==> src/verilog/bocp_params.svh <==
// constants for the bit-or-carry and stack-pop execution block
`ifndef BOCP_PARAMS_SVH
`define BOCP_PARAMS_SVH
`define BOCP_OP_OR_BIT      8'h72
`define BOCP_OP_OR_NBIT     8'ha0
`define BOCP_OP_POP         8'hd0
`define BOCP_INSN_BYTES     2'h2
`define BOCP_INSN_CYCLES    2'h2
`define BOCP_SP_ADDR        8'h81
`define BOCP_SP_RESET       8'h07
`define BOCP_PSW_CY_BIT     7
`define BOCP_PSW_RESET      8'h00
`define BOCP_SP_STEP        8'h01
`endif

==> src/verilog/bocp_pkg.sv <==
// types for the bit-or-carry and stack-pop execution block
package bocp_pkg;
  typedef enum logic [1:0] {
    BOCP_IDLE,
    BOCP_EXEC,
    BOCP_DONE
  } bocp_state_e;
  typedef enum logic [1:0] {
    BOCP_K_NONE,
    BOCP_K_OR,
    BOCP_K_ORN,
    BOCP_K_POP
  } bocp_kind_e;
  typedef struct packed {
    logic [7:0] opcode;
    logic [7:0] operand;
  } bocp_insn_s;
  typedef struct packed {
    logic       we;
    logic [7:0] addr;
    logic [7:0] data;
  } bocp_wr_s;
endpackage : bocp_pkg

==> src/verilog/bocp_decode.sv <==
// opcode decoder for the three supported instructions
`timescale 1ns/1ns
`include "bocp_params.svh"
module bocp_decode
  import bocp_pkg::*;
(
  input  wire logic [7:0] opcode,
  output bocp_kind_e      kind,
  output logic            legal
);
  always_comb begin
    kind  = BOCP_K_NONE;
    legal = 1'b1;
    unique case (opcode)
      `BOCP_OP_OR_BIT:  kind = BOCP_K_OR;
      `BOCP_OP_OR_NBIT: kind = BOCP_K_ORN;
      `BOCP_OP_POP:     kind = BOCP_K_POP;
      default:          legal = 1'b0;
    endcase
  end
endmodule : bocp_decode

==> src/verilog/bocp_core.sv <==
// execution block: carry-or with bit, carry-or with inverse bit, stack pop
// Function
// - carry set when source is one
// - inverse form leaves addressed bit untouched
// - only the carry flag may change
// - opcode 72h: or true bit, 2 cycles
// - opcode a0h: or inverse bit, 2 cycles
// - pop reads ram at stack pointer
// - pop then decrements stack pointer once
// - popped byte written to destination, no flags
// - pop to stack pointer: decrement then write
// - opcode d0h: pop direct, 2 cycles
`timescale 1ns/1ns
`include "bocp_params.svh"
module bocp_core
  import bocp_pkg::*;
(
  input  wire logic       clock,
  input  wire logic       rst,
  input  wire logic       insn_valid,
  input  bocp_insn_s      insn,
  input  wire logic       bit_value,
  input  wire logic [7:0] ram_rdata,
  output logic            insn_ready,
  output logic            insn_done,
  output logic            insn_illegal,
  output logic [1:0]      insn_length,
  output logic [7:0]      bit_addr,
  output logic [7:0]      ram_raddr,
  output logic            ram_re,
  output bocp_wr_s        dir_wr,
  output logic [7:0]      stack_pointer,
  output logic [7:0]      psw_flags
);
  typedef struct packed {
    bocp_state_e state;
    bocp_kind_e  kind;
    logic [7:0]  operand;
    logic [7:0]  sp;
    logic [7:0]  psw;
    logic        done;
    logic        illegal;
    logic [1:0]  len;
    logic [7:0]  baddr;
    logic [7:0]  raddr;
    logic        re;
    bocp_wr_s    wr;
  } bocp_core_s;

  bocp_core_s state_reg;
  bocp_core_s state_next;
  bocp_kind_e dec_kind;
  logic       dec_legal;
  logic       src_bit;
  logic [7:0] sp_dec;

  bocp_decode u_dec (
    .opcode (insn.opcode),
    .kind   (dec_kind),
    .legal  (dec_legal)
  );

  assign sp_dec  = state_reg.sp - `BOCP_SP_STEP;
  assign src_bit = (state_reg.kind == BOCP_K_ORN) ? ~bit_value : bit_value;

  always_comb begin
    state_next         = state_reg;
    state_next.done    = 1'b0;
    state_next.illegal = 1'b0;
    state_next.re      = 1'b0;
    state_next.wr.we   = 1'b0;
    unique case (state_reg.state)
      BOCP_IDLE: begin
        if (insn_valid) begin
          if (dec_legal) begin
            state_next.state   = BOCP_EXEC;
            state_next.kind    = dec_kind;
            state_next.operand = insn.operand;
            state_next.len     = `BOCP_INSN_BYTES;
            state_next.baddr   = insn.operand;
            if (dec_kind == BOCP_K_POP) begin
              state_next.raddr = state_reg.sp;
              state_next.re    = 1'b1;
            end
          end else begin
            state_next.illegal = 1'b1;
          end
        end
      end
      BOCP_EXEC: begin
        state_next.state = BOCP_DONE;
        state_next.done  = 1'b1;
        if (state_reg.kind == BOCP_K_POP) begin
          state_next.sp      = sp_dec;
          state_next.wr.we   = 1'b1;
          state_next.wr.addr = state_reg.operand;
          state_next.wr.data = ram_rdata;
          if (state_reg.operand == `BOCP_SP_ADDR) begin
            state_next.sp = ram_rdata;
          end
        end else if (src_bit) begin
          state_next.psw[`BOCP_PSW_CY_BIT] = 1'b1;
        end
      end
      BOCP_DONE: begin
        state_next.state = BOCP_IDLE;
      end
      default: state_next.state = BOCP_IDLE;
    endcase
  end

  always_ff @(posedge clock or posedge rst) begin
    if (rst) begin
      state_reg         <= '0;
      state_reg.state   <= BOCP_IDLE;
      state_reg.sp      <= `BOCP_SP_RESET;
      state_reg.psw     <= `BOCP_PSW_RESET;
    end else begin
      state_reg <= state_next;
    end
  end

  assign insn_ready    = (state_reg.state == BOCP_IDLE);
  assign insn_done     = state_reg.done;
  assign insn_illegal  = state_reg.illegal;
  assign insn_length   = state_reg.len;
  assign bit_addr      = state_reg.baddr;
  assign ram_raddr     = state_reg.raddr;
  assign ram_re        = state_reg.re;
  assign dir_wr        = state_reg.wr;
  assign stack_pointer = state_reg.sp;
  assign psw_flags     = state_reg.psw;

  // assertions
  logic [7:0] sp_prev;
  logic [7:0] psw_prev;
  // cycle number of the instruction in flight, 0 when idle
  logic [1:0] busy_age;
  always_ff @(posedge clock or posedge rst) begin
    if (rst) begin
      sp_prev  <= `BOCP_SP_RESET;
      psw_prev <= `BOCP_PSW_RESET;
      busy_age <= 2'h0;
    end else begin
      sp_prev  <= state_reg.sp;
      psw_prev <= state_reg.psw;
      if (insn_ready && insn_valid && dec_legal) begin
        busy_age <= 2'h1;
      end else if (busy_age == 2'h1) begin
        busy_age <= 2'h2;
      end else begin
        busy_age <= 2'h0;
      end
    end
  end

  AST_OR_SETS_CARRY: assert property (@(posedge clock) disable iff (rst)
    (state_reg.state == BOCP_EXEC && state_reg.kind != BOCP_K_POP && src_bit)
      |=> psw_flags[`BOCP_PSW_CY_BIT]) else $error("carry not set by or");
  AST_OR_KEEPS_CARRY: assert property (@(posedge clock) disable iff (rst)
    (state_reg.state == BOCP_EXEC && state_reg.kind != BOCP_K_POP && !src_bit)
      |=> $stable(psw_flags)) else $error("carry changed on zero source");
  AST_INV_SOURCE: assert property (@(posedge clock) disable iff (rst)
    (state_reg.state == BOCP_EXEC && state_reg.kind == BOCP_K_ORN && !bit_value)
      |=> psw_flags[`BOCP_PSW_CY_BIT] && !dir_wr.we) else $error("inverse form wrong");
  AST_ONLY_CARRY: assert property (@(posedge clock) disable iff (rst)
    (psw_flags & 8'h7f) == (psw_prev & 8'h7f)) else $error("non-carry flag changed");
  AST_TWO_CYCLES: assert property (@(posedge clock) disable iff (rst)
    (insn_ready && insn_valid && dec_legal) |-> ##2 insn_done && insn_length == 2'h2)
    else $error("instruction not done in two cycles");
  AST_POP_READ: assert property (@(posedge clock) disable iff (rst)
    (insn_ready && insn_valid && insn.opcode == `BOCP_OP_POP)
      |=> ram_re && ram_raddr == stack_pointer) else $error("pop read address wrong");
  AST_POP_DEC: assert property (@(posedge clock) disable iff (rst)
    (dir_wr.we && dir_wr.addr != `BOCP_SP_ADDR) |-> stack_pointer == sp_prev - 8'h01)
    else $error("stack pointer not decremented");
  AST_POP_WRITE: assert property (@(posedge clock) disable iff (rst)
    (state_reg.state == BOCP_EXEC && state_reg.kind == BOCP_K_POP)
      |=> dir_wr.we && dir_wr.data == $past(ram_rdata) && $stable(psw_flags))
    else $error("pop write wrong");
  AST_POP_SP_DEST: assert property (@(posedge clock) disable iff (rst)
    (dir_wr.we && dir_wr.addr == `BOCP_SP_ADDR) |-> stack_pointer == dir_wr.data)
    else $error("pop to stack pointer wrong");
  AST_ILLEGAL: assert property (@(posedge clock) disable iff (rst)
    (insn_ready && insn_valid && !dec_legal) |=> insn_illegal && insn_ready)
    else $error("unknown opcode accepted");

  AST_ORN_TWO_CYCLES: assert property (@(posedge clock) disable iff (rst)
    (insn_ready && insn_valid && insn.opcode == `BOCP_OP_OR_NBIT)
      |-> ##2 (insn_done && !dir_wr.we))
    else $error("inverse or not done in two cycles");

  AST_POP_TWO_CYCLES: assert property (@(posedge clock) disable iff (rst)
    (insn_ready && insn_valid && insn.opcode == `BOCP_OP_POP)
      |-> ##2 (insn_done && dir_wr.we))
    else $error("pop not done in two cycles");

  AST_POP_DEST: assert property (@(posedge clock) disable iff (rst)
    (insn_ready && insn_valid && insn.opcode == `BOCP_OP_POP)
      |-> ##2 (dir_wr.addr == $past(insn.operand, 2)))
    else $error("pop destination address wrong");

  AST_OR_BIT_ADDR: assert property (@(posedge clock) disable iff (rst)
    (insn_ready && insn_valid && insn.opcode == `BOCP_OP_OR_BIT)
      |=> (bit_addr == $past(insn.operand) && !ram_re))
    else $error("or bit address wrong");

  AST_BIT_ADDR_HOLD: assert property (@(posedge clock) disable iff (rst)
    !(insn_ready && insn_valid && dec_legal)
      |=> $stable(bit_addr))
    else $error("bit address moved without accept");

  AST_OR_TRUE_SOURCE: assert property (@(posedge clock) disable iff (rst)
    (state_reg.state == BOCP_EXEC && state_reg.kind == BOCP_K_OR && bit_value)
      |=> psw_flags[`BOCP_PSW_CY_BIT])
    else $error("true source did not set carry");

  AST_OR_NO_WRITE: assert property (@(posedge clock) disable iff (rst)
    (state_reg.state == BOCP_EXEC && state_reg.kind != BOCP_K_POP)
      |=> !dir_wr.we)
    else $error("or wrote a byte");

  AST_CARRY_KEPT: assert property (@(posedge clock) disable iff (rst)
    psw_prev[`BOCP_PSW_CY_BIT]
      |-> psw_flags[`BOCP_PSW_CY_BIT])
    else $error("carry cleared");

  for (genvar b = 0; b < 8; b++) begin : g_flag_hold
    if (b != `BOCP_PSW_CY_BIT) begin : g_other
      AST_FLAG_HOLD: assert property (@(posedge clock) disable iff (rst)
        psw_flags[b] == psw_prev[b])
        else $error("flag bit changed");
    end
  end

  AST_DONE_PULSE: assert property (@(posedge clock) disable iff (rst)
    insn_done
      |=> !insn_done)
    else $error("done longer than one cycle");

  AST_READY_AFTER: assert property (@(posedge clock) disable iff (rst)
    insn_done
      |=> insn_ready)
    else $error("not ready after done");

  AST_LEN: assert property (@(posedge clock) disable iff (rst)
    insn_done
      |-> insn_length == `BOCP_INSN_BYTES)
    else $error("length wrong at done");

  AST_CYCLE_COUNT: assert property (@(posedge clock) disable iff (rst)
    insn_done
      |-> busy_age == `BOCP_INSN_CYCLES)
    else $error("done at wrong cycle");

  AST_AGE_BUSY: assert property (@(posedge clock) disable iff (rst)
    busy_age != 2'h0
      |-> !insn_ready)
    else $error("ready while busy");

  AST_READ_PULSE: assert property (@(posedge clock) disable iff (rst)
    ram_re
      |=> (!ram_re && dir_wr.we))
    else $error("read strobe not followed by write");

  AST_POP_READ_SP: assert property (@(posedge clock) disable iff (rst)
    ram_re
      |-> ram_raddr == stack_pointer)
    else $error("read address is not stack pointer");

  AST_NO_STRAY_READ: assert property (@(posedge clock) disable iff (rst)
    ram_re
      |-> !insn_ready)
    else $error("read strobe while idle");

  AST_NO_STRAY_WRITE: assert property (@(posedge clock) disable iff (rst)
    dir_wr.we
      |-> insn_done)
    else $error("write outside completion");

  AST_POP_NO_FLAGS: assert property (@(posedge clock) disable iff (rst)
    dir_wr.we
      |-> psw_flags == psw_prev)
    else $error("pop changed flags");

  AST_SP_HOLD: assert property (@(posedge clock) disable iff (rst)
    !dir_wr.we
      |-> stack_pointer == sp_prev)
    else $error("stack pointer moved without pop");

  AST_SP_WRAP: assert property (@(posedge clock) disable iff (rst)
    (dir_wr.we && dir_wr.addr != `BOCP_SP_ADDR && sp_prev == 8'h00)
      |-> stack_pointer == 8'hff)
    else $error("stack pointer did not wrap");

  AST_ILLEGAL_NO_EFFECT: assert property (@(posedge clock) disable iff (rst)
    insn_illegal
      |-> (!dir_wr.we && !ram_re && stack_pointer == sp_prev && psw_flags == psw_prev))
    else $error("refused opcode had an effect");

  COV_OR: cover property (@(posedge clock) disable iff (rst)
    state_reg.state == BOCP_EXEC && state_reg.kind == BOCP_K_OR);
  COV_ORN: cover property (@(posedge clock) disable iff (rst)
    state_reg.state == BOCP_EXEC && state_reg.kind == BOCP_K_ORN);
  COV_POP_SP: cover property (@(posedge clock) disable iff (rst)
    dir_wr.we && dir_wr.addr == `BOCP_SP_ADDR);
  COV_WRAP: cover property (@(posedge clock) disable iff (rst)
    dir_wr.we && sp_prev == 8'h00);
  COV_ILLEGAL: cover property (@(posedge clock) disable iff (rst)
    insn_illegal);
endmodule : bocp_core

==> config.mk <==
export PLATFORM = sky130hd
export DESIGN_NAME = bocp_core
export DESIGN_NICKNAME = d
export VERILOG_FILES = /design/src/verilog/bocp_pkg.sv /design/src/verilog/bocp_decode.sv /design/src/verilog/bocp_core.sv
export VERILOG_INCLUDE_DIRS = /design/src /design/src/verilog
export SDC_FILE = /design/constraint.sdc
export NUM_CORES = 1
export LEC_CHECK = 0
export BUFFER_PORTS_ARGS = -buffer_cell sky130_fd_sc_hd__clkbuf_2
export CORE_UTILIZATION = 47
export CTS_BUF_LIST = sky130_fd_sc_hd__clkbuf_4 sky130_fd_sc_hd__clkbuf_8
export CTS_CLUSTER_DIAMETER = 120
export DETAILED_ROUTE_END_ITERATION = 6
export GPL_TIMING_DRIVEN = 1
export PLACE_DENSITY = 0.8
export SYNTH_ARGS = -nofsm -noshare
export SYNTH_HDL_FRONTEND = slang
export SYNTH_SLANG_ARGS = --single-unit
export TNS_END_PERCENT = 20
==> constraint.sdc <==
create_clock -name clock -period 2 [get_ports clock]
set_clock_uncertainty 0.05 [all_clocks]
set_input_delay 0.1 -clock clock [delete_from_list [all_inputs] [get_ports clock]]
set_output_delay 0.1 -clock clock [all_outputs]
set_load 0.02 [all_outputs]
==> results of run 1 <==
## cell usage after synthesis (2+ instances only)
cell and instances:
o211ai_1 2, o21ai_0 8, a21oi_1 8, buf_1 2, a21o_1 2, nand2_1 55
and2_1 2, nand3b_1 2, dfstp_2 3, or4_1 4, nor2_1 4, o2bb2ai_1 2
mux2i_1 4, or2_2 2, dfrtp_1 47, buf_2 2, nor2b_1 2, nor3_1 2
buf_4 51, nor4_1 2, clkbuf_1 3, mux2_2 16, inv_1 10, and3_1 2
nand3_1 7
## layer usage
layer | routed length [um] | global-route usage [%]
met1 | 2148 | 23.00
met2 | 2729 | 34.03
met3 | 224 | 4.552
met4 | 107 | 6.996
met5 | 0 | 0
## cell families after synthesis
| group | count (synthesis) | share of synthesized area (%) |
|---|---|---|
| compound gates | 26 | 6.247 |
| fa+ha+maj | 1 | 0.4957 |
| buf+inv | 68 | 17.80 |
| flops | 50 | 49.73 |
| mux | 20 | 8.726 |
| other cells | 1 | 0.1486 |
| simple gates | 90 | 16.86 |
## what timing repair did
item,in CTS,in global routing
gates resized for setup,0,3
hold buffers,17,0
setup endpoints to repair,0,2
endpoints found under the hold margin,36,0
## per-stage QoR
| step | hold WS [ns] | worst slack (ns) | instance area (um^2) | power (W) | setup TNS [ns] |
|---|---|---|---|---|---|
| floorplan | 0.1554 | 0.07464 | 2552 | 0.001352 | 0 |
| global placement | 0.08749 | 0.09124 | 2704 | 0.001388 | 0 |
| detailed placement | 0.09592 | 0.02663 | 2704 | 0.001398 | 0 |
| CTS | 0.01340 | 0.01537 | 2969 | 0.002039 | 0 |
| global route | 0.01869 | -0.04867 | 2980 | 0.002122 | -0.04867 |
| finish | 0.01924 | 0.02463 | 2980 | 0.002020 | 0 |
## report_power, final
part	internal [W]	leakage (nW)	total, W	switching [W]
clock	0.000293	0.0517	0.000618	0.000325
combinational	0.000130	0.949	0.000297	0.000167
sequential	0.00106	0.615	0.00111	0.0000410
## layout by cell type, fill, tap and decap left out, types with 2 or more instances in the layout
master / Yosys / layout
nor2_1: 4 / 3
nand3_1: 7 / 7
and3_1: 2 / 2
a21o_1: 2 / 2
dfrtp_1: 47 / 47
dfstp_2: 3 / 3
buf_4: 51 / 14
nand2_1: 55 / 55
nand3b_1: 2 / 2
o211ai_1: 2 / 2
mux2_2: 16 / 16
conb_1: 1 / 8
or2_2: 2 / 2
clkbuf_2: 0 / 74
clkbuf_8: 0 / 6
nor4_1: 2 / 2
inv_1: 10 / 9
or4_1: 4 / 4
o21ai_0: 8 / 8
a21oi_1: 8 / 8
nor2b_1: 2 / 2
dlygate4sd3_1: 0 / 17
and2_1: 2 / 2
mux2i_1: 4 / 4
o2bb2ai_1: 2 / 2
## final cells by class
class | instances | area share [%]
Sequential cell | 50 | 42.11
Clock buffer | 7 | 3.023
Timing Repair Buffer | 105 | 21.66
Inverter | 10 | 1.259
Clock inverter | 1 | 0.1679
Multi-Input combinational cell | 145 | 28.84
Tap cell | 70 | 2.939
## worst paths after layout
path	start	endpoint	slack, ns	depth (start not counted)
worst max-delay path	stack_pointer[0]	stack_pointer[7]	0.02	4
worst min-delay path	insn_valid	insn_illegal	0.02	2
worst max register to register	stack_pointer[0]	stack_pointer[7]	0.02	4
worst min register to register	dir_wr[1]	dir_wr[1]	0.43	2
max in group asynchronous	rst	dir_wr[15]	1.01	4
min in group asynchronous	rst	stack_pointer[7]	0.31	3
==> flow_metrics.py, run 1 <==
metrics = {
    "clock_tree": {
        "cts_root_buf": "clkbuf_8",
        "clock_latency_ns": 0.30,
        "clock_path_buffers": 2,
        "clock_sinks": 50,
        "htreeDepth": 2,
        "cts_setup_buffers": 0,
        "clk_pin_slew_ns": 0.09,
        "numCtsBuffers": 5,
        "cts_tree": "done",
    },
    "worst_setup_path": {
        "crit_path_max_fanout": 2,
        "crit_path_end_kind": "flip-flop",
        "critPathArrivalTime_ns": 2.15,
        "critPathMaxStageDelay_ns": 0.53,
        "cp-start-kind": "flip-flop",
        "crit_path_top_delay_cell": "or4_1",
        "path_cells": "or4_1, or4_1, or4_1, o211ai_1",
        "cpLargestDelayFamily": "simple AND/OR/NAND/NOR gates",
        "critPathBufInv": 0,
        "cp_common_cell": "or4_1",
        "crit_type": "reg -> reg",
        "crit_required_ns": 2.17,
    },
    "sta": {
        "rsz0062_at_grt": "true",
        "slew_violations": 0,
        "setup_viol": 0,
        "worst_slew_pin_slew_ns": 0.5109,
        "max_freq_mhz": 506.2,
        "finalCritPeriodShare_pct": 98.77,
        "post-route-min-period_ns": 1.975,
        "hold_viol": 0,
        "slew-limit-headroom_pct": 65.89,
    },
    "die": {
        "die_width_um": 75.28,
        "num_io_pins": 83,
        "placementRows": 26,
        "die-area_um2": 5666,
        "core-area_um2": 5140,
        "start_util_pct": 49.10,
        "die_y_um": 75.28,
    },
    "yosys": {
        "synth-main-ff-cell": "dfrtp_1",
        "ys_seq_area_share_pct": 49.73,
        "synth.top_cell.area_share_pct": 46.60,
        "synthDistinctLibCells": 37,
        "syn_avg_cell_area_um2": 9.858,
        "synth_seq_cells": 50,
        "synthTopCellsByArea": "dfrtp_1 (47%), buf_4 (15%), nand2_1 (8.2%)",
        "async_flop_share_pct": 100.0,
        "synth_largest_area_cell": "dfrtp_1",
        "synth_edf_count": 0,
        "syn-cell-area_um2": 2524,
        "synthCells": 256,
        "yosysWarnings": 0,
    },
    "layout": {
        "fill_cells": 465,
        "areaGrowthSynthToFinish_pct": 18.10,
        "drive_above_1_share_pct": 38.99,
        "final_cells": 388,
        "multi_input_area_um2": 859.6,
        "utilization_pct": 57.98,
        "diodes": 0,
        "layout.nets": 346,
        "regArea_um2": 1255,
        "largest_register_ff_count": 17,
    },
    "pwr": {
        "vdd_ir_drop_max_uv": 514.6,
        "p_per_area_nw_per_um2": 677.8,
        "leakage_nw": 1.615,
    },
    "detailed_routing": {
        "num_vias": 1898,
        "vias_per_cell": 4.892,
        "firstDrtPassIters": 4,
        "drt_wl_total_mm": 5.209,
        "wl_per_cell_um": 13.43,
        "drt_iter0_markers": 166,
        "drc_errors": 0,
        "postRouteAntennaNets": 0,
    },
    "placement": {
        "port_buffers": 74,
        "dp_cells": 363,
        "place_congestion": 0.8609,
        "dp_hpwl_mm": 3.704,
    },
    "hold_path": {
        "min_path_type": "in -> reg",
    },
    "global_routing": {
        "grt_pass1_vias": 1751,
        "track_usage_pct": 19.28,
        "grt-ovfl-total": 0,
        "grt_max_degree": 26,
        "antenna_found_initial": 0,
        "grt_pass1_wl_mm": 7.969,
    },
    "run": {
        "cap_viol_max_count": 0,
    },
    "run_status": {
        "status": "finished clean",
    },
}
No activity file was read; power rests on OpenSTA's default activity.
==> inputs of run 2 (changes only) <==
--- a/config.mk
+++ b/config.mk
@@ -7,12 +7,12 @@
 export NUM_CORES = 1
 export LEC_CHECK = 0
 export BUFFER_PORTS_ARGS = -buffer_cell sky130_fd_sc_hd__clkbuf_2
-export CORE_UTILIZATION = 47
+export CORE_UTILIZATION = 52
 export CTS_BUF_LIST = sky130_fd_sc_hd__clkbuf_4 sky130_fd_sc_hd__clkbuf_8
 export CTS_CLUSTER_DIAMETER = 120
 export DETAILED_ROUTE_END_ITERATION = 6
 export GPL_TIMING_DRIVEN = 1
-export PLACE_DENSITY = 0.8
+export PLACE_DENSITY = 0.84
 export SYNTH_ARGS = -nofsm -noshare
 export SYNTH_HDL_FRONTEND = slang
 export SYNTH_SLANG_ARGS = --single-unit
==> constraint.sdc (replaced) <==
create_clock -name clock -period 2.25 [get_ports clock]
set_clock_uncertainty 0.05 [all_clocks]
set_input_delay 0.1125 -clock clock [delete_from_list [all_inputs] [get_ports clock]]
set_output_delay 0.1125 -clock clock [all_outputs]
set_load 0.02 [all_outputs]
==> run 2 against run 1 <==
First-iteration DRC count decreased by 58%. Sequential power shrank 11%. Non-clock buffer count fell by 6. Worst hold slack worse by 0.0025 ns. Count of clock-buffer cells in the layout is the same. Sequential share of layout area increased by 0.94 points. Sequential cell count did not move. Clock power up 3%. Largest power group unchanged.
==> flow_metrics.py, run 2 (synthesis results as in run 1) <==
metrics = {
    "run_status": {
        "status": "finished clean",
    },
    "layout": {
        "largest_register_ff_count": 17,
        "drive_above_1_share_pct": 37.18,
        "mostFrequentLayoutCells": "clkbuf_2 (74), nand2_1 (55), dfrtp_1 (47)",
        "final_cells": 364,
        "fill_cells": 378,
        "areaGrowthSynthToFinish_pct": 15.52,
        "final_common_cell": "clkbuf_2",
        "regArea_um2": 1255,
        "diodes": 0,
        "multi_input_area_um2": 845.8,
        "layout.nets": 340,
    },
    "die": {
        "die_width_um": 71.67,
        "core-area_um2": 4504,
        "die_y_um": 71.67,
        "start_util_pct": 56.03,
        "num_io_pins": 83,
        "die-area_um2": 5136,
        "placementRows": 24,
    },
    "sta": {
        "hold_viol": 0,
        "fin_tns_setup_ns": 0,
        "post-route-min-period_ns": 2.020,
        "slew-limit-headroom_pct": 47.36,
        "slew_violations": 0,
        "finalCritPeriodShare_pct": 89.78,
        "rsz0062_at_grt": "false",
        "fin_ws_ns": 0.2301,
        "setup_viol": 0,
        "worst_slew_pin_slew_ns": 0.7885,
        "max_freq_mhz": 495.1,
    },
    "worst_setup_path": {
        "worstRegToRegCells": 4,
        "crit_path_max_fanout": 6,
        "r2r_start": "stack_pointer[0]",
        "crit_type": "reg -> reg",
        "crit_required_ns": 2.42,
        "critPathLaunch": "stack_pointer[0]",
        "critPathArrivalTime_ns": 2.19,
        "rrSetupSlack_ns": 0.23,
        "crit_path_end_kind": "flip-flop",
        "cp-start-kind": "flip-flop",
        "r2r-end": "stack_pointer[7]",
    },
    "global_routing": {
        "grt-ovfl-total": 0,
        "track_usage_pct": 19.90,
        "grt_pass1_vias": 1791,
        "grt_max_degree": 41,
        "antenna_found_initial": 0,
        "grt_pass1_wl_mm": 7.907,
    },
    "placement": {
        "place_congestion": 0.8840,
        "port_buffers": 74,
        "dp_cells": 340,
        "dp_slack_ns": 0.2549,
        "dp_hpwl_mm": 3.362,
    },
    "detailed_routing": {
        "drt_iter0_markers": 69,
        "num_vias": 1839,
        "wl_per_cell_um": 12.84,
        "vias_per_cell": 5.052,
        "postRouteAntennaNets": 0,
        "drt_wl_total_mm": 4.672,
        "firstDrtPassIters": 4,
        "drc_errors": 0,
    },
    "clock_tree": {
        "clk_pin_slew_ns": 0.08,
        "cts_tree": "done",
        "clock_path_buffers": 2,
        "cts_root_buf": "clkbuf_8",
        "htreeDepth": 2,
        "clock_latency_ns": 0.29,
        "clock_sinks": 50,
        "numCtsBuffers": 5,
        "cts_resized": 0,
    },
    "pwr": {
        "leakage_nw": 1.596,
        "p_per_area_nw_per_um2": 642.9,
        "vdd_ir_drop_max_uv": 381.0,
    },
    "hold_path": {
        "min_from": "ram_rdata[0]",
        "holdPathEnd": "dir_wr[0]",
        "hold_depth": 3,
        "min_path_type": "in -> reg",
    },
    "run": {
        "cap_viol_max_count": 0,
    },
}
==> run 2: worst max path at each step <==
stage / to / slack (ns) / cells past startpoint
3_5_place_dp: stack_pointer[7] / 0.25 / 4
2_1_floorplan: ram_raddr[0] / 0.20 / 5
4_1_cts: stack_pointer[7] / 0.23 / 4
5_1_grt: ram_raddr[4] / 0.07 / 4
6_report: stack_pointer[7] / 0.23 / 4
3_3_place_gp: stack_pointer[7] / 0.31 / 4
==> run 2: per-stage QoR <==
step	hold slack [ns]	power [W]	utilization [%]	cell area, um^2
6_report	0.01679	0.001874	64.72	2915
3_3_place_gp	0.2391	0.001232	58.64	2641
3_5_place_dp	0.2469	0.001237	58.64	2641
2_1_floorplan	0.1679	0.001202	-	2550
4_1_cts	0.01873	0.001891	64.72	2915
5_1_grt	0.01385	0.001946	64.72	2915
==> run 2: area by class of cell <==
type | count | share of cell area (%)
multi-input combinational | 145 | 29.01
clock buffer | 7 | 2.876
sequential | 50 | 43.05
clock inverter | 1 | 1.030
inverter | 10 | 1.288
tap | 52 | 2.232
timing repair buffer | 99 | 20.52
==> run 2: layer usage <==
metal  part of all wire [%]  GRT usage (%)  vias up
met5                      0              0        -
met4                    1.1          6.100        0
met3                    5.5          5.907        6
met2                     52          36.27       61
met1                     42          22.35      871
li1                       -              -      901
==> run 2: what timing repair did <==
item | CTS | global route
hold buffers | 16 | 0
setup buffers | 0 | 0
endpoints found under the hold margin | 50 | 0
==> run 2: power breakdown <==
part | leakage, nW | internal (W) | switching (W)
Sequential | 0.615 | 0.000946 | 0.0000375
Clock | 0.0593 | 0.000357 | 0.000277
Combinational | 0.922 | 0.000112 | 0.000144
==> run 2: worst max-delay path, cell delays in order, from the launching register on <==
cell and delay, ns:
dfstp_2 0.40, or4_1 0.56, or4_1 0.43, or4_1 0.41, o211ai_1 0.09
==> inputs of run 3 (changes only) <==
--- a/config.mk
+++ b/config.mk
@@ -7,13 +7,15 @@
 export NUM_CORES = 1
 export LEC_CHECK = 0
 export BUFFER_PORTS_ARGS = -buffer_cell sky130_fd_sc_hd__clkbuf_2
-export CORE_UTILIZATION = 52
+export CORE_MARGIN = 5
+export CORE_UTILIZATION = 53
 export CTS_BUF_LIST = sky130_fd_sc_hd__clkbuf_4 sky130_fd_sc_hd__clkbuf_8
 export CTS_CLUSTER_DIAMETER = 120
 export DETAILED_ROUTE_END_ITERATION = 6
 export GPL_TIMING_DRIVEN = 1
-export PLACE_DENSITY = 0.84
+export PLACE_DENSITY = 0.85
 export SYNTH_ARGS = -nofsm -noshare
 export SYNTH_HDL_FRONTEND = slang
+export SYNTH_HIERARCHICAL = 1
 export SYNTH_SLANG_ARGS = --single-unit
 export TNS_END_PERCENT = 20
==> run 3 against run 2 <==
Worst hold slack better by 0.087 ns. Setup slack better by 0.26 ns. Synthesized area up 3.1%. Non-clock buffer count down 3. Core utilization down 2.4 points. Synthesized cell count down 0.78%. Largest cell class unchanged. Wire length up 14%. Sequential cell count unchanged. Clock power down 14%. Critical endpoint is now ram_raddr[3]. Critical path depth unchanged. Critical path type unchanged. Via count unchanged.
==> flow_metrics.py, run 3 <==
metrics = {
    "yosys": {
        "synth_largest_area_cell": "dfrtp_1",
        "synth_seq_cells": 50,
        "synthTopCellsByArea": "dfrtp_1 (45%), buf_4 (15%), nand2_1 (8.1%)",
        "synth_xor_area_share_pct": 0,
        "synth_top_family_by_area": "simple AND/OR/NAND/NOR gates",
        "synthSimpleGateAreaFrac_pct": 18.46,
        "syn_avg_cell_area_um2": 10.25,
        "yosysWarnings": 6,
        "synthCells": 254,
        "syn-cell-area_um2": 2602,
        "synthAdderAreaFrac_pct": 0.4808,
        "synth_commonest_cells": "nand2_1 (56), buf_4 (52), dfrtp_1 (47)",
        "synth_mux_area_share_pct": 10.10,
        "ys_seq_area_share_pct": 48.22,
        "synth_most_common_cell": "nand2_1",
        "synth_edf_count": 0,
        "synth-compound-area-share_pct": 5.577,
        "async_flop_share_pct": 100.0,
        "synth-main-ff-cell": "dfrtp_1",
        "synthDistinctLibCells": 40,
        "synth.top_cell.area_share_pct": 45.19,
    },
    "clock_tree": {
        "cts_root_buf": "clkbuf_8",
        "clk_pin_slew_ns": 0.09,
        "clock_sinks": 50,
        "htreeDepth": 2,
        "postCtsHoldBufs": 17,
        "clock_latency_ns": 0.30,
        "clock_path_buffers": 2,
        "cts_setup_buffers": 0,
        "cts_tree": "done",
        "cts_resized": 0,
        "numCtsBuffers": 5,
    },
    "pwr": {
        "p_per_area_nw_per_um2": 572.2,
        "vdd_ir_drop_max_uv": 456.5,
        "leakage_nw": 1.578,
    },
    "worst_setup_path": {
        "critPathMaxStageDelay_ns": 0.46,
        "crit_path_max_fanout": 9,
        "cpLargestDelayFamily": "simple AND/OR/NAND/NOR gates",
        "path_cells": "nor2_2, and3_4, and3_1, mux2_2",
        "crit_type": "reg -> reg",
        "critPathArrivalTime_ns": 1.91,
        "crit_path_end_kind": "flip-flop",
        "cp-start-kind": "flip-flop",
        "critPathBufInv": 0,
        "crit_path_top_delay_cell": "and3_1",
        "crit_required_ns": 2.40,
    },
    "detailed_routing": {
        "firstDrtPassIters": 4,
        "postRouteAntennaNets": 0,
        "drt_wl_total_mm": 5.307,
        "vias_per_cell": 4.917,
        "drt_iter0_markers": 90,
        "drc_errors": 0,
        "num_vias": 1839,
        "wl_per_cell_um": 14.19,
    },
    "global_routing": {
        "grt-ovfl-total": 0,
        "antenna_found_initial": 0,
        "track_usage_pct": 17.31,
        "grt_max_degree": 30,
        "grt_pass1_wl_mm": 8.597,
        "grt_pass1_vias": 1800,
    },
    "layout": {
        "layout.nets": 335,
        "diodes": 0,
        "largest_register_ff_count": 17,
        "final_common_cell": "clkbuf_2",
        "fin_area_um2": 2964,
        "drive_above_1_share_pct": 37.79,
        "mostFrequentLayoutCells": "clkbuf_2 (74), nand2_1 (56), dfrtp_1 (47)",
        "fill_cells": 410,
        "areaGrowthSynthToFinish_pct": 13.89,
    },
    "sta": {
        "max_freq_mhz": 567.8,
        "hold_viol": 0,
        "slew_violations": 0,
        "setup_viol": 0,
        "rsz0062_at_grt": "false",
        "post-route-min-period_ns": 1.761,
        "slew-limit-headroom_pct": 61.14,
        "worst_slew_pin_slew_ns": 0.5820,
        "finalCritPeriodShare_pct": 78.27,
        "fin_tns_setup_ns": 0,
    },
    "run_status": {
        "status": "finished clean",
    },
    "die": {
        "die_y_um": 80.08,
        "die-area_um2": 6412,
        "placementRows": 25,
        "num_io_pins": 83,
        "die_width_um": 80.08,
        "core-area_um2": 4755,
        "start_util_pct": 54.74,
    },
    "run": {
        "cap_viol_max_count": 0,
    },
    "hold_path": {
        "min_path_type": "in -> reg",
    },
    "placement": {
        "place_congestion": 0.7740,
        "port_buffers": 74,
        "placed_area_um2": 2689,
        "dp_hpwl_mm": 3.771,
    },
}
==> run 3: cell types whose count changed in the layout (fill, tap and decap cells not counted), sizes merged, moves of 3 or more <==
| cell | delta |
|---|---|
| nor4b | +3 |
| inv | -5 |
| or4 | -4 |
| buf | -5 |
| a2bb2oi | +3 |
| o21ai | -3 |
| nand3 | -3 |
==> run 3: final timing paths <==
kind | startpoint | to | slack (ns) | cells past startpoint
hold reg to reg | psw_flags[7] | psw_flags[7] | 0.42 | 1
min in group asynchronous | rst | ram_raddr[1] | 0.34 | 3
setup / recovery | state_reg[65] | ram_raddr[3] | 0.49 | 4
max in group asynchronous | rst | state_reg[63] | 1.09 | 4
hold / removal | bit_value | psw_flags[7] | 0.10 | 3
setup reg to reg | state_reg[65] | ram_raddr[3] | 0.49 | 4
==> run 3: cell families (layout without fill, tap and decap cells) <==
group / Yosys count / in the layout
muxes: 24 / 24
other: 1 / 8
DFF: 50 / 50
adders and majority gates: 1 / 1
and+or+nand+nor: 93 / 93
AOI/OAI and AO/OA: 22 / 22
buffers and inverters: 63 / 109
==> run 3: worst min-delay path: stages <==
cell      delay, ns
clkbuf_2       0.09
mux2i_1        0.06
a21o_1         0.17
==> run 3: cell type report <==
type	instances	area (um^2)	area share, %
flip-flops and latches	50	1255	42.34
multi-input cells	148	930.9	31.41
repair buffers	96	580.6	19.59
clock buffers	7	90.09	3.039
well taps	67	83.83	2.828
inverters	5	18.77	0.6332
clock inverters	1	5.005	0.1688
==> run 3: through the flow <==
| step | util [%] | hold WS, ns | setup WS [ns] | instances | total power, W |
|---|---|---|---|---|---|
| finish | 62.34 | 0.1039 | 0.4889 | 374 | 0.001696 |
| global route | 62.34 | 0.1127 | 0.3252 | 374 | 0.001777 |
| CTS | 62.13 | 0.001859 | 0.4546 | 373 | 0.001707 |
| detailed placement | 56.55 | 0.1435 | 0.1448 | 348 | 0.001142 |
| global placement | 56.55 | 0.1403 | 0.2169 | 348 | 0.001135 |
| floorplan | - | 0.1679 | 0.5727 | 261 | 0.001112 |
==> run 3: report_power, final <==
part	switching, W	total [W]	internal (W)
clock network	0.000288	0.000548	0.000261
logic	0.000107	0.000195	0.0000879
registers	0.0000303	0.000953	0.000922
==> run 3: per-layer routing <==
| layer | part of all wire (%) | global-route usage (%) | vias up |
|---|---|---|---|
| met2 | 52 | 29.30 | 61 |
| li1 | - | - | 885 |
| met4 | 1.1 | 6.081 | 0 |
| met1 | 41 | 21.07 | 887 |
| met5 | 0 | 0 | - |
| met3 | 6.0 | 4.821 | 6 |
